--- src/pkg/radio_irq_pkg.sv ---
// Constants and types shared by the radio interrupt mask and status logic.
package radio_irq_pkg;

	// ********************************************************************
	// Register map
	// ********************************************************************
	localparam int ADDR_W = 6;
	localparam int DATA_W = 8;
	localparam logic [ADDR_W-1:0] OFS_TRANSCEIVER_CONTROL_ONE = 6'h04;
	localparam logic [ADDR_W-1:0] OFS_INTERRUPT_ENABLE = 6'h0e;
	localparam logic [ADDR_W-1:0] OFS_INTERRUPT_FLAGS = 6'h0f;

	// ********************************************************************
	// Field positions
	// ********************************************************************
	localparam int BIT_IRQ_POLARITY = 0;
	localparam int BIT_MASK_MODE = 1;
	localparam int BIT_TIMESTAMP_OUTPUT_ENABLE = 6;
	localparam int EVT_SYNTH_LOCK = 0;
	localparam int EVT_SYNTH_UNLOCK = 1;
	localparam int EVT_FRAME_START = 2;
	localparam int EVT_LOW_BATTERY = 7;

	// ********************************************************************
	// Reset values
	// ********************************************************************
	localparam logic [DATA_W-1:0] RST_INTERRUPT_ENABLE = 8'h00;
	localparam logic [DATA_W-1:0] RST_INTERRUPT_FLAGS = 8'h00;
	localparam logic [DATA_W-1:0] RST_READ_DATA = 8'h00;
	localparam logic RST_IRQ_POLARITY = 1'b0;
	localparam logic RST_MASK_MODE = 1'b0;
	localparam logic RST_TIMESTAMP_OUTPUT_ENABLE = 1'b0;

	// ********************************************************************
	// Timestamp pin states
	// ********************************************************************
	typedef enum logic [0:0] {
		TS_LOW = 1'b0,
		TS_HIGH = 1'b1
	} ts_state_t;

endpackage

--- src/verilog/radio_interrupt_mask_status.sv ---
// Interrupt enable, flag, polarity and timestamp pin logic of the radio.
//
// Behaviour
// - Eight-bit enable register, bit n enables event n.
// - Enables clear to zero on any reset.
// - Flag read returns flags, clears them, drops request.
// - No enables, no polling: no request, no flags.
// - No enables, polling: no request, flags recorded.
// - Enabled events request and flag; masked need polling.
// - Control bit 1 selects polling mode.
// - Polled-only events never drive the request pin.
// - Control bit 0 selects request pin polarity.
// - Buffer-empty indicator stays active high always.
// - Polarity does not alter indicator enable behaviour.
// - Indicator takes the request pin during reads.
// - Control bit 6 enables timestamp pin.
// - Timestamp rises at frame header reception.
// - Timestamp stays high until frame ends.
// - Timestamp works without frame-start enable.
// - Pending enabled flags OR onto request pin.
// - Flags stick until a flag register read or a reset; lock and unlock also clear each other.
// - Lock and unlock events clear each other.
`timescale 1ns/1ns
module radio_interrupt_mask_status (
	// Clock and reset
	input wire logic core_clk,
	input wire logic rst,
	input wire logic soft_reset,
	// Register port
	input wire logic [radio_irq_pkg::ADDR_W-1:0] reg_addr,
	input wire logic reg_wr,
	input wire logic reg_rd,
	input wire logic [radio_irq_pkg::DATA_W-1:0] reg_wdata,
	output logic [radio_irq_pkg::DATA_W-1:0] reg_rdata,
	// Event sources
	input wire logic [radio_irq_pkg::DATA_W-1:0] event_in,
	input wire logic phr_received,
	input wire logic frame_done,
	// Frame buffer empty indicator
	input wire logic buffer_empty_indicator_enable,
	input wire logic frame_buffer_read_active,
	input wire logic buffer_empty,
	// Pins
	output logic irq_pin,
	output logic timestamp_pin
);

	// ********************************************************************
	// Register decode
	// ********************************************************************

	function automatic logic reg_hit(
		input logic [radio_irq_pkg::ADDR_W-1:0] addr,
		input logic [radio_irq_pkg::ADDR_W-1:0] offset
	);
		reg_hit = (addr == offset);
	endfunction

	logic [radio_irq_pkg::DATA_W-1:0] enable;
	logic [radio_irq_pkg::DATA_W-1:0] flags;
	logic irq_polarity;
	logic mask_mode;
	logic timestamp_output_enable;
	logic flag_read;
	logic bei_route;
	radio_irq_pkg::ts_state_t ts_state;
	radio_irq_pkg::ts_state_t next_ts_state;

	assign flag_read = reg_rd && reg_hit(reg_addr, radio_irq_pkg::OFS_INTERRUPT_FLAGS);

	// The indicator overrides the request function only while it is enabled
	// and the host is reading the frame buffer.
	assign bei_route = buffer_empty_indicator_enable && frame_buffer_read_active;

	// ********************************************************************
	// Enable register
	// ********************************************************************

	always_ff @(posedge core_clk or posedge rst) begin
		if (rst) begin
			enable <= radio_irq_pkg::RST_INTERRUPT_ENABLE;
		end else if (soft_reset) begin
			enable <= radio_irq_pkg::RST_INTERRUPT_ENABLE;
		end else if (reg_wr && reg_hit(reg_addr, radio_irq_pkg::OFS_INTERRUPT_ENABLE)) begin
			enable <= reg_wdata;
		end
	end

	// ********************************************************************
	// Control register
	// ********************************************************************

	// Only the three interrupt-related bits are held here; the others of
	// this register belong to other blocks and read back as zero.
	always_ff @(posedge core_clk or posedge rst) begin
		if (rst) begin
			irq_polarity <= radio_irq_pkg::RST_IRQ_POLARITY;
			mask_mode <= radio_irq_pkg::RST_MASK_MODE;
			timestamp_output_enable <= radio_irq_pkg::RST_TIMESTAMP_OUTPUT_ENABLE;
		end else if (soft_reset) begin
			irq_polarity <= radio_irq_pkg::RST_IRQ_POLARITY;
			mask_mode <= radio_irq_pkg::RST_MASK_MODE;
			timestamp_output_enable <= radio_irq_pkg::RST_TIMESTAMP_OUTPUT_ENABLE;
		end else if (reg_wr
				&& reg_hit(reg_addr, radio_irq_pkg::OFS_TRANSCEIVER_CONTROL_ONE)) begin
			irq_polarity <= reg_wdata[radio_irq_pkg::BIT_IRQ_POLARITY];
			mask_mode <= reg_wdata[radio_irq_pkg::BIT_MASK_MODE];
			timestamp_output_enable <=
				reg_wdata[radio_irq_pkg::BIT_TIMESTAMP_OUTPUT_ENABLE];
		end
	end

	// ********************************************************************
	// Flags
	// ********************************************************************

	flag_collector flag_store (
		.core_clk(core_clk),
		.rst(rst),
		.soft_reset(soft_reset),
		.event_in(event_in),
		.enable(enable),
		.mask_mode(mask_mode),
		.read_clear(flag_read),
		.flags(flags)
	);

	// ********************************************************************
	// Read data
	// ********************************************************************

	always_ff @(posedge core_clk or posedge rst) begin
		if (rst) begin
			reg_rdata <= radio_irq_pkg::RST_READ_DATA;
		end else if (reg_rd) begin
			if (reg_hit(reg_addr, radio_irq_pkg::OFS_INTERRUPT_ENABLE)) begin
				reg_rdata <= enable;
			end else if (flag_read) begin
				reg_rdata <= flags;
			end else if (reg_hit(reg_addr, radio_irq_pkg::OFS_TRANSCEIVER_CONTROL_ONE)) begin
				reg_rdata <= '0;
				reg_rdata[radio_irq_pkg::BIT_IRQ_POLARITY] <= irq_polarity;
				reg_rdata[radio_irq_pkg::BIT_MASK_MODE] <= mask_mode;
				reg_rdata[radio_irq_pkg::BIT_TIMESTAMP_OUTPUT_ENABLE] <= timestamp_output_enable;
			end else begin
				reg_rdata <= '0;
			end
		end
	end

	// ********************************************************************
	// Request pin
	// ********************************************************************

	// Masked flags are excluded, so polled-only events never raise the pin.
	// The indicator path bypasses the polarity bit and is always active high.
	always_ff @(posedge core_clk or posedge rst) begin
		if (rst) begin
			irq_pin <= 1'b0;
		end else if (bei_route) begin
			irq_pin <= buffer_empty;
		end else begin
			irq_pin <= (|(flags & enable)) ^ irq_polarity;
		end
	end

	// ********************************************************************
	// Timestamp pin
	// ********************************************************************

	// Independent of the frame-start enable bit. A header arriving in the
	// same cycle as a frame end starts a new high period.
	always_comb begin
		next_ts_state = ts_state;
		case (ts_state)
			radio_irq_pkg::TS_LOW: begin
				if (timestamp_output_enable && phr_received) begin
					next_ts_state = radio_irq_pkg::TS_HIGH;
				end
			end
			radio_irq_pkg::TS_HIGH: begin
				if (!timestamp_output_enable) begin
					next_ts_state = radio_irq_pkg::TS_LOW;
				end else if (frame_done && !phr_received) begin
					next_ts_state = radio_irq_pkg::TS_LOW;
				end
			end
			default: begin
				next_ts_state = radio_irq_pkg::TS_LOW;
			end
		endcase
	end

	always_ff @(posedge core_clk or posedge rst) begin
		if (rst) begin
			ts_state <= radio_irq_pkg::TS_LOW;
		end else if (soft_reset) begin
			ts_state <= radio_irq_pkg::TS_LOW;
		end else begin
			ts_state <= next_ts_state;
		end
	end

	always_ff @(posedge core_clk or posedge rst) begin
		if (rst) begin
			timestamp_pin <= 1'b0;
		end else if (soft_reset) begin
			timestamp_pin <= 1'b0;
		end else begin
			timestamp_pin <= (next_ts_state == radio_irq_pkg::TS_HIGH);
		end
	end

	// ********************************************************************
	// Assertions
	// ********************************************************************

	property p_enable_reset;
		@(posedge core_clk) disable iff (rst)
		soft_reset |=> (enable == radio_irq_pkg::RST_INTERRUPT_ENABLE);
	endproperty
	a_enable_reset: assert property (p_enable_reset) else $error("enable not cleared");

	property p_enable_write;
		@(posedge core_clk) disable iff (rst)
		(reg_wr && !soft_reset && reg_hit(reg_addr, radio_irq_pkg::OFS_INTERRUPT_ENABLE))
		|=> (enable == $past(reg_wdata));
	endproperty
	a_enable_write: assert property (p_enable_write) else $error("enable write lost");

	property p_read_returns;
		@(posedge core_clk) disable iff (rst)
		flag_read |=> (reg_rdata == $past(flags));
	endproperty
	a_read_returns: assert property (p_read_returns) else $error("flag read data wrong");

	property p_read_clears;
		@(posedge core_clk) disable iff (rst)
		(flag_read && event_in == '0) |=> (flags == '0);
	endproperty
	a_read_clears: assert property (p_read_clears) else $error("flags not cleared");

	property p_no_record;
		@(posedge core_clk) disable iff (rst)
		(enable == '0 && !mask_mode) |=> ((flags & ~$past(flags)) == '0);
	endproperty
	a_no_record: assert property (p_no_record) else $error("flag set while masked");

	property p_polled_record;
		@(posedge core_clk) disable iff (rst)
		(mask_mode && !soft_reset) |=> ((flags & $past(event_in)) == $past(event_in));
	endproperty
	a_polled_record: assert property (p_polled_record) else $error("polled event lost");

	property p_enabled_record;
		@(posedge core_clk) disable iff (rst)
		(!soft_reset && |(event_in & enable))
		|=> ((flags & $past(event_in & enable)) == $past(event_in & enable));
	endproperty
	a_enabled_record: assert property (p_enabled_record) else $error("enabled event lost");

	property p_request_or;
		@(posedge core_clk) disable iff (rst)
		!bei_route |=> (irq_pin == ((|$past(flags & enable)) ^ $past(irq_polarity)));
	endproperty
	a_request_or: assert property (p_request_or) else $error("request pin wrong");

	property p_indicator;
		@(posedge core_clk) disable iff (rst)
		bei_route |=> (irq_pin == $past(buffer_empty));
	endproperty
	a_indicator: assert property (p_indicator) else $error("indicator pin wrong");

	property p_sticky;
		@(posedge core_clk) disable iff (rst)
		(!flag_read && !soft_reset && event_in == '0) |=> (flags == $past(flags));
	endproperty
	a_sticky: assert property (p_sticky) else $error("flag dropped");

	property p_lock_clears_unlock;
		@(posedge core_clk) disable iff (rst)
		(event_in[radio_irq_pkg::EVT_SYNTH_LOCK] && !event_in[radio_irq_pkg::EVT_SYNTH_UNLOCK])
		|=> !flags[radio_irq_pkg::EVT_SYNTH_UNLOCK];
	endproperty
	a_lock_clears_unlock: assert property (p_lock_clears_unlock) else $error("unlock kept");

	property p_ts_rise;
		@(posedge core_clk) disable iff (rst)
		(timestamp_output_enable && phr_received && !soft_reset) |=> timestamp_pin;
	endproperty
	a_ts_rise: assert property (p_ts_rise) else $error("timestamp did not rise");

	property p_ts_hold;
		@(posedge core_clk) disable iff (rst)
		(timestamp_pin && timestamp_output_enable && !frame_done && !soft_reset)
		|=> timestamp_pin;
	endproperty
	a_ts_hold: assert property (p_ts_hold) else $error("timestamp fell early");

	property p_ts_fall;
		@(posedge core_clk) disable iff (rst)
		(timestamp_pin && frame_done && !phr_received) |=> !timestamp_pin;
	endproperty
	a_ts_fall: assert property (p_ts_fall) else $error("timestamp stuck high");

	property p_ts_off;
		@(posedge core_clk) disable iff (rst)
		!timestamp_output_enable |=> !timestamp_pin;
	endproperty
	a_ts_off: assert property (p_ts_off) else $error("timestamp while disabled");

	// ********************************************************************
	// Coverage
	// ********************************************************************

	c_polled_only: cover property (@(posedge core_clk) disable iff (rst)
		(mask_mode && enable == '0 && event_in != '0) ##1 (flags != '0));
	c_read_with_event: cover property (@(posedge core_clk) disable iff (rst)
		(flag_read && event_in != '0));
	c_low_polarity: cover property (@(posedge core_clk) disable iff (rst)
		(irq_polarity && !irq_pin));
	c_frame_stamp: cover property (@(posedge core_clk) disable iff (rst)
		timestamp_pin ##1 !timestamp_pin);

endmodule

--- src/verilog/flag_collector.sv ---
// Sticky interrupt flag register with clear-on-read and lock/unlock exclusion.
`timescale 1ns/1ns
module flag_collector (
	// Clock and reset
	input wire logic core_clk,
	input wire logic rst,
	input wire logic soft_reset,
	// Event sources and masking
	input wire logic [radio_irq_pkg::DATA_W-1:0] event_in,
	input wire logic [radio_irq_pkg::DATA_W-1:0] enable,
	input wire logic mask_mode,
	// Clear request from a flag register read
	input wire logic read_clear,
	// Pending flags
	output logic [radio_irq_pkg::DATA_W-1:0] flags
);

	logic [radio_irq_pkg::DATA_W-1:0] record;
	logic [radio_irq_pkg::DATA_W-1:0] cross_clear;
	logic [radio_irq_pkg::DATA_W-1:0] keep;

	// Polling mode opens the gate for masked events as well.
	assign record = event_in & (enable | {radio_irq_pkg::DATA_W{mask_mode}});

	always_comb begin
		cross_clear = '0;
		cross_clear[radio_irq_pkg::EVT_SYNTH_UNLOCK] =
			event_in[radio_irq_pkg::EVT_SYNTH_LOCK];
		cross_clear[radio_irq_pkg::EVT_SYNTH_LOCK] =
			event_in[radio_irq_pkg::EVT_SYNTH_UNLOCK];
		keep = read_clear ? '0 : (flags & ~cross_clear);
	end

	// A new event always wins over a read that clears in the same cycle.
	always_ff @(posedge core_clk or posedge rst) begin
		if (rst) begin
			flags <= radio_irq_pkg::RST_INTERRUPT_FLAGS;
		end else if (soft_reset) begin
			flags <= radio_irq_pkg::RST_INTERRUPT_FLAGS;
		end else begin
			flags <= keep | record;
		end
	end

endmodule

--- config.mk ---
export PLATFORM = sky130hd
export DESIGN_NAME = radio_interrupt_mask_status
export DESIGN_NICKNAME = d
export VERILOG_FILES = /design/src/pkg/radio_irq_pkg.sv /design/src/verilog/radio_interrupt_mask_status.sv /design/src/verilog/flag_collector.sv
export SDC_FILE = /design/constraint.sdc
export NUM_CORES = 1
export LEC_CHECK = 0
export CORE_MARGIN = 1
export CORE_UTILIZATION = 45
export CTS_BUF_LIST = sky130_fd_sc_hd__clkbuf_8
export DETAILED_ROUTE_END_ITERATION = 10
export DONT_BUFFER_PORTS = 1
export GPL_TIMING_DRIVEN = 0
export PLACE_DENSITY = 0.67
export SYNTH_ARGS = -nofsm -noshare
export SYNTH_HDL_FRONTEND = slang
export SYNTH_SLANG_ARGS = --single-unit
export TNS_END_PERCENT = 100
--- constraint.sdc ---
create_clock -name core_clk -period 1.28 [get_ports core_clk]
set_clock_uncertainty 0.05 [all_clocks]
set_input_delay 0.128 -clock core_clk [delete_from_list [all_inputs] [get_ports core_clk]]
set_output_delay 0.128 -clock core_clk [all_outputs]
set_load 0.01 [all_outputs]
# Word-level counts from Yosys, hierarchy flattened
# Index checks and enable logic that the tools add are counted.
[word_totals]
output_inout_bits = 10
in_bits = 32
regBits = 29
[op_classes]
reduce_logical = 10
n_eq_ne = 3
n_mux = 19
n_bitwise = 8
[op_table]
columns = ["cell", "count"]
rows = [
  ["$mux W8", 6],
  ["$and A8 B8 Y8", 3],
  ["$or A8 B8 Y8", 2],
  ["$eq A6 B4 Y1 const B", 2],
  ["$mux W1", 11],
  ["$not A2 Y8", 1],
  ["$reduce_or A8 Y1", 1],
  ["$mux W7", 1],
  ["$eq A6 B3 Y1 const B", 1],
  ["$logic_and A1 B1 Y1", 6],
  ["$reduce_bool A2 Y1", 2],
  ["$pmux W1 S2", 1],
  ["$logic_not A1 Y1", 1],
  ["$not A1 Y1", 1],
  ["$xor A1 B1 Y1", 1],
]

# Longest topological paths before layout
[logic_depth]
word_depth = 6
mapped_depth = 6

# Modules after synthesis
# From an unflattened synthesis, not the netlist that was laid out.
[unflattened]
cells_unflattened = 145
hier_area_um2 = 1438.9
[modules_own_cells]
columns = ["module", "instances", "area_each_um2", "cells_each"]
rows = [
  ["radio_interrupt_mask_status", 1, 1081.0, 111],
  ["flag_collector", 1, 357.8, 34],
]

# Worst setup path after synthesis
# OpenSTA, ideal clock, no wires.
[synth_timing]
path_type = "input to register"
from = "input port reg_addr[0] (netlist name)"
to = "register enable[6] (netlist name)"
setup_slack_ns = 0.163
setup_ns = 0.132
stages = 5
arrival_time_ns = 0.935
path_buffers = 1
path_cell_list = "buf_6 -> nor4b_4 -> nand3_4 -> mux2i_1 -> nor2_1"
[synth_via]
elab_chain_len = 3
[synth_rtl]
columns = ["item", "line_no", "text"]
rows = [
  ["start: declaration", "radio_interrupt_mask_status.sv:30", "input wire logic [radio_irq_pkg::ADDR_W-1:0] reg_addr,"],
  ["$eq A6 B4 Y1", "radio_interrupt_mask_status.sv:56", "reg_hit = (addr == offset);"],
  ["$logic_and A1 B1 Y1", "radio_interrupt_mask_status.sv:84", "end else if (reg_wr && reg_hit(reg_addr, radio_irq_pkg::OFS_INTERRUPT_ENABLE)) begin"],
  ["$reduce_bool A2 Y1 (no line)", "-", ""],
  ["end signal: assignment", "radio_interrupt_mask_status.sv:81", "enable <= radio_irq_pkg::RST_INTERRUPT_ENABLE;"],
  ["end signal: assignment", "radio_interrupt_mask_status.sv:83", "enable <= radio_irq_pkg::RST_INTERRUPT_ENABLE;"],
  ["end signal: assignment", "radio_interrupt_mask_status.sv:85", "enable <= reg_wdata;"],
  ["end: declaration", "radio_interrupt_mask_status.sv:59", "logic [radio_irq_pkg::DATA_W-1:0] enable;"],
]
# No other way between the ends.
# A chain may end at the register's enable or synchronous reset.

# Final worst setup path
[layout_timing]
from = "input port frame_buffer_read_active"
to = "register irq_pin"
[layout_via]
elab_chain_len = 2
[layout_rtl]
columns = ["item", "line_no", "text"]
rows = [
  ["start: declaration", "radio_interrupt_mask_status.sv:41", "input wire logic frame_buffer_read_active,"],
  ["$logic_and A1 B1 Y1", "radio_interrupt_mask_status.sv:73", "assign bei_route = buffer_empty_indicator_enable && frame_buffer_read_active;"],
  ["$mux W1", "radio_interrupt_mask_status.sv:160", "end else if (bei_route) begin"],
  ["end signal: assignment", "radio_interrupt_mask_status.sv:161", "irq_pin <= buffer_empty;"],
  ["end signal: assignment", "radio_interrupt_mask_status.sv:163", "irq_pin <= (|(flags & enable)) ^ irq_polarity;"],
  ["end: declaration", "radio_interrupt_mask_status.sv:44", "output logic irq_pin,"],
]
# No other way between the ends.

==> results.json <==
{
  "status": "finished, violations left",
  "violations": "design-rule violations, negative hold slack",
  "drv_slew": 0,
  "finalHoldViolCount": 29,
  "cp_max_fo": 2,
  "synthSimpleGateAreaFrac": 0.137,
  "yosys_most_used_dff": "dfrtp_1",
  "power.leakage_uw": 0.000781,
  "synth_common_cells": "dfrtp_1, mux2i_1, nor2_1",
  "cp_slowest_stage_delay_ps": 550,
  "syn_nets": 163,
  "max_slew_margin": 0.275,
  "pin_count": 42,
  "synth_compound_area_frac": 0.169,
  "die_y_um": 57.7,
  "drt_iter0_drc": 18,
  "place_area_um2": 1430,
  "cp.arrival_ps": 1400,
  "cp_data_required_time_ps": 1440,
  "yosysMostFrequentCell": "dfrtp_1",
  "fmax_mhz": 801,
  "ys_types": 26,
  "crit_slowest_cell": "dlygate4sd3_1",
  "crit_chain": "dlygate4sd3_1 -> nand2_1 -> dlygate4sd3_1 -> a21oi_1",
  "whs_ps": -39.9,
  "clk_pin_slew_ps": 60,
  "ys_ff_latch": 29,
  "nets": 189,
  "worst-path-buf-inv": 2,
  "start_util": 0.489,
  "synth_mux_area_frac": 0.115,
  "drive_gt1_frac": 0.133,
  "period_share": 0.976,
  "core_area_um2": 2850,
  "grt_pass1_wl_um": 5190,
  "grt_pass1_vias": 1159,
  "yosys_warnings": 0,
  "cts_buffer_depth": 2,
  "fillers": 266,
  "hold_class": "in2async",
  "globalRouteOverflowTotal": 0,
  "worstMarginPinSlew_ps": 1090,
  "regArea_um2": 727,
  "via_count": 1087,
  "netlist_instances": 131,
  "multi_input_area_um2": 616,
  "min_period_ps": 1250,
  "worst-setup-path-type": "in2reg",
  "ys_seq_area_frac": 0.520,
  "die_x_um": 57.7,
  "setup_viol": 0,
  "place_inst": 162,
  "drc": 1,
  "dpl.hpwl_um": 2150,
  "synth_area_um2": 1400,
  "cellPowerDensity_nw_per_um2": 1020,
  "port_buffers": 0,
  "synth.avg_cell_area_um2": 10.6,
  "routedWlPerCell_um": 16.1,
  "synth-adder-area-share": 0,
  "clock_sink_count": 29,
  "drt-pass1-iter-count": 7,
  "drt-total-wl_um": 3050,
  "ant_nets": 0,
  "start_kind": "input port",
  "synth_top_family_by_area": "compound AO/OA/AOI/OAI gates",
  "ir_drop_mv": 0.801,
  "yosys.area_share.xor_xnor": 0.00628,
  "async_reset_ff_frac": 1.00,
  "cts_tree": "built",
  "yosys.area.top_type": "dfrtp_1",
  "setup_tns_ps": 0,
  "crit_family": "buffers and inverters",
  "cts_buffers": 5,
  "synth_edf_count": 0,
  "synth_area_leaders": "dfrtp_1, mux2i_1, a22oi_1, a21oi_1, nor2_1",
  "fin_area_um2": 1730,
  "num_rows": 19,
  "rsz0062_at_grt": "yes",
  "layout.cells.non_filler": 189,
  "h-tree-depth": 2,
  "drt-vias-per-instance": 5.75,
  "end_kind": "flop",
  "synth_top_area_frac": 0.520,
  "gp_congestion": 0.783,
  "diodes": 0,
  "cap_violations": 0,
  "dieArea_um2": 3330,
  "cts-root-buf": "clkbuf_8",
  "area_delta_synth_final_pct": 24.3,
  "clock_latency_ps": 280,
  "grt_usage": 0.213,
  "cpMostUsedCell": "dlygate4sd3_1",
  "grt_max_degree": 30,
  "antenna_found_initial": 0
}
-- cells by family (layout without fill, tap and decap cells) --
group,after synthesis,after routing
AO/OA/AOI/OAI,36,36
XOR/XNOR,1,1
buffers and inverters,17,44
flip-flops,29,29
multiplexers,16,16
AND/OR/NAND/NOR,32,32
-- worst reg2reg max path, stage by stage, from the launching register on --
cell and delay (ps):
dfrtp_1 430, a22oi_2 180, nand4_1 140, xnor2_1 190, a21oi_1 80
-- metal layers --
layer / vias up / GRT usage / part of all wire
li1: 516 / - / -
met3: 7 / 0.0804 / 0.062
met2: 39 / 0.326 / 0.50
met5: - / 0 / 0
met4: 0 / 0.0952 / 0.015
met1: 525 / 0.271 / 0.43
-- state kept, by name (all words and copies together) (netlist names) --
register / flops
enable: 8
flag_store.flags: 8
irq_pin: 1
irq_polarity: 1
mask_mode: 1
reg_rdata: 8
timestamp_output_enable: 1
timestamp_pin: 1
-- metrics by stage --
step / hold WS [ps] / setup WS [ps] / total power (uW) / utilization
2_1_floorplan: 156 / 163 / 1030 / -
3_3_place_gp: 232 / 36.1 / 1040 / 0.503
3_5_place_dp: 240 / 19.0 / 1040 / 0.503
4_1_cts: -24.2 / 39.3 / 1800 / 0.602
5_1_grt: 14.0 / -14.4 / 1850 / 0.608
6_report: -39.9 / 31.1 / 1780 / 0.608
-- where the power goes --
group | leakage, uW | switching [uW] | internal [uW]
sequential | 0.000398 | 12.3 | 928
combinational | 0.000334 | 66.3 | 71.2
clock | 0.0000491 | 331 | 367
-- area by class of cell --
cell class / count / share of cell area
Sequential cell: 29 / 0.419
Multi-Input combinational cell: 85 / 0.355
Timing Repair Buffer: 20 / 0.115
Clock buffer: 5 / 0.0397
Tap cell: 31 / 0.0224
Inverter: 10 / 0.0216
Buffer: 6 / 0.0188
Clock inverter: 3 / 0.00794
-- final timing paths --
kind                                          start  depth (start not counted)      endpoint  slack (ps)
hold reg to reg                        reg_rdata[0]                          1  reg_rdata[0]         500
min in group core_clk                        reg_rd                          2  reg_rdata[1]          10
hold / removal                                  rst                          1  reg_rdata[0]         -40
setup reg to reg                          enable[3]                          4       irq_pin          80
setup / recovery           frame_buffer_read_active                          4       irq_pin          30
max in group asynchronous                       rst                          1     enable[4]         490
-- cell usage in the layout, fill, tap and decap left out, types with 3 or more instances in the layout --
master	instances
a21oi_1	10
a22oi_1	3
a22oi_2	4
clkbuf_1	3
clkbuf_8	5
dfrtp_1	28
dlygate4sd3_1	20
inv_1	11
mux2i_1	16
nand2_1	7
nor2_1	13
o21a_1	3
o21ai_0	8
o22ai_1	5
-- repair_timing --
action | 4_1_cts | 5_1_grt
gates resized for setup | 0 | 5
hold endpoints to repair | 50 | 0
setup endpoints to repair | 0 | 2
hold buffers | 20 | 0
setup buffers | 0 | 0
No activity file was read; power rests on OpenSTA's default activity.
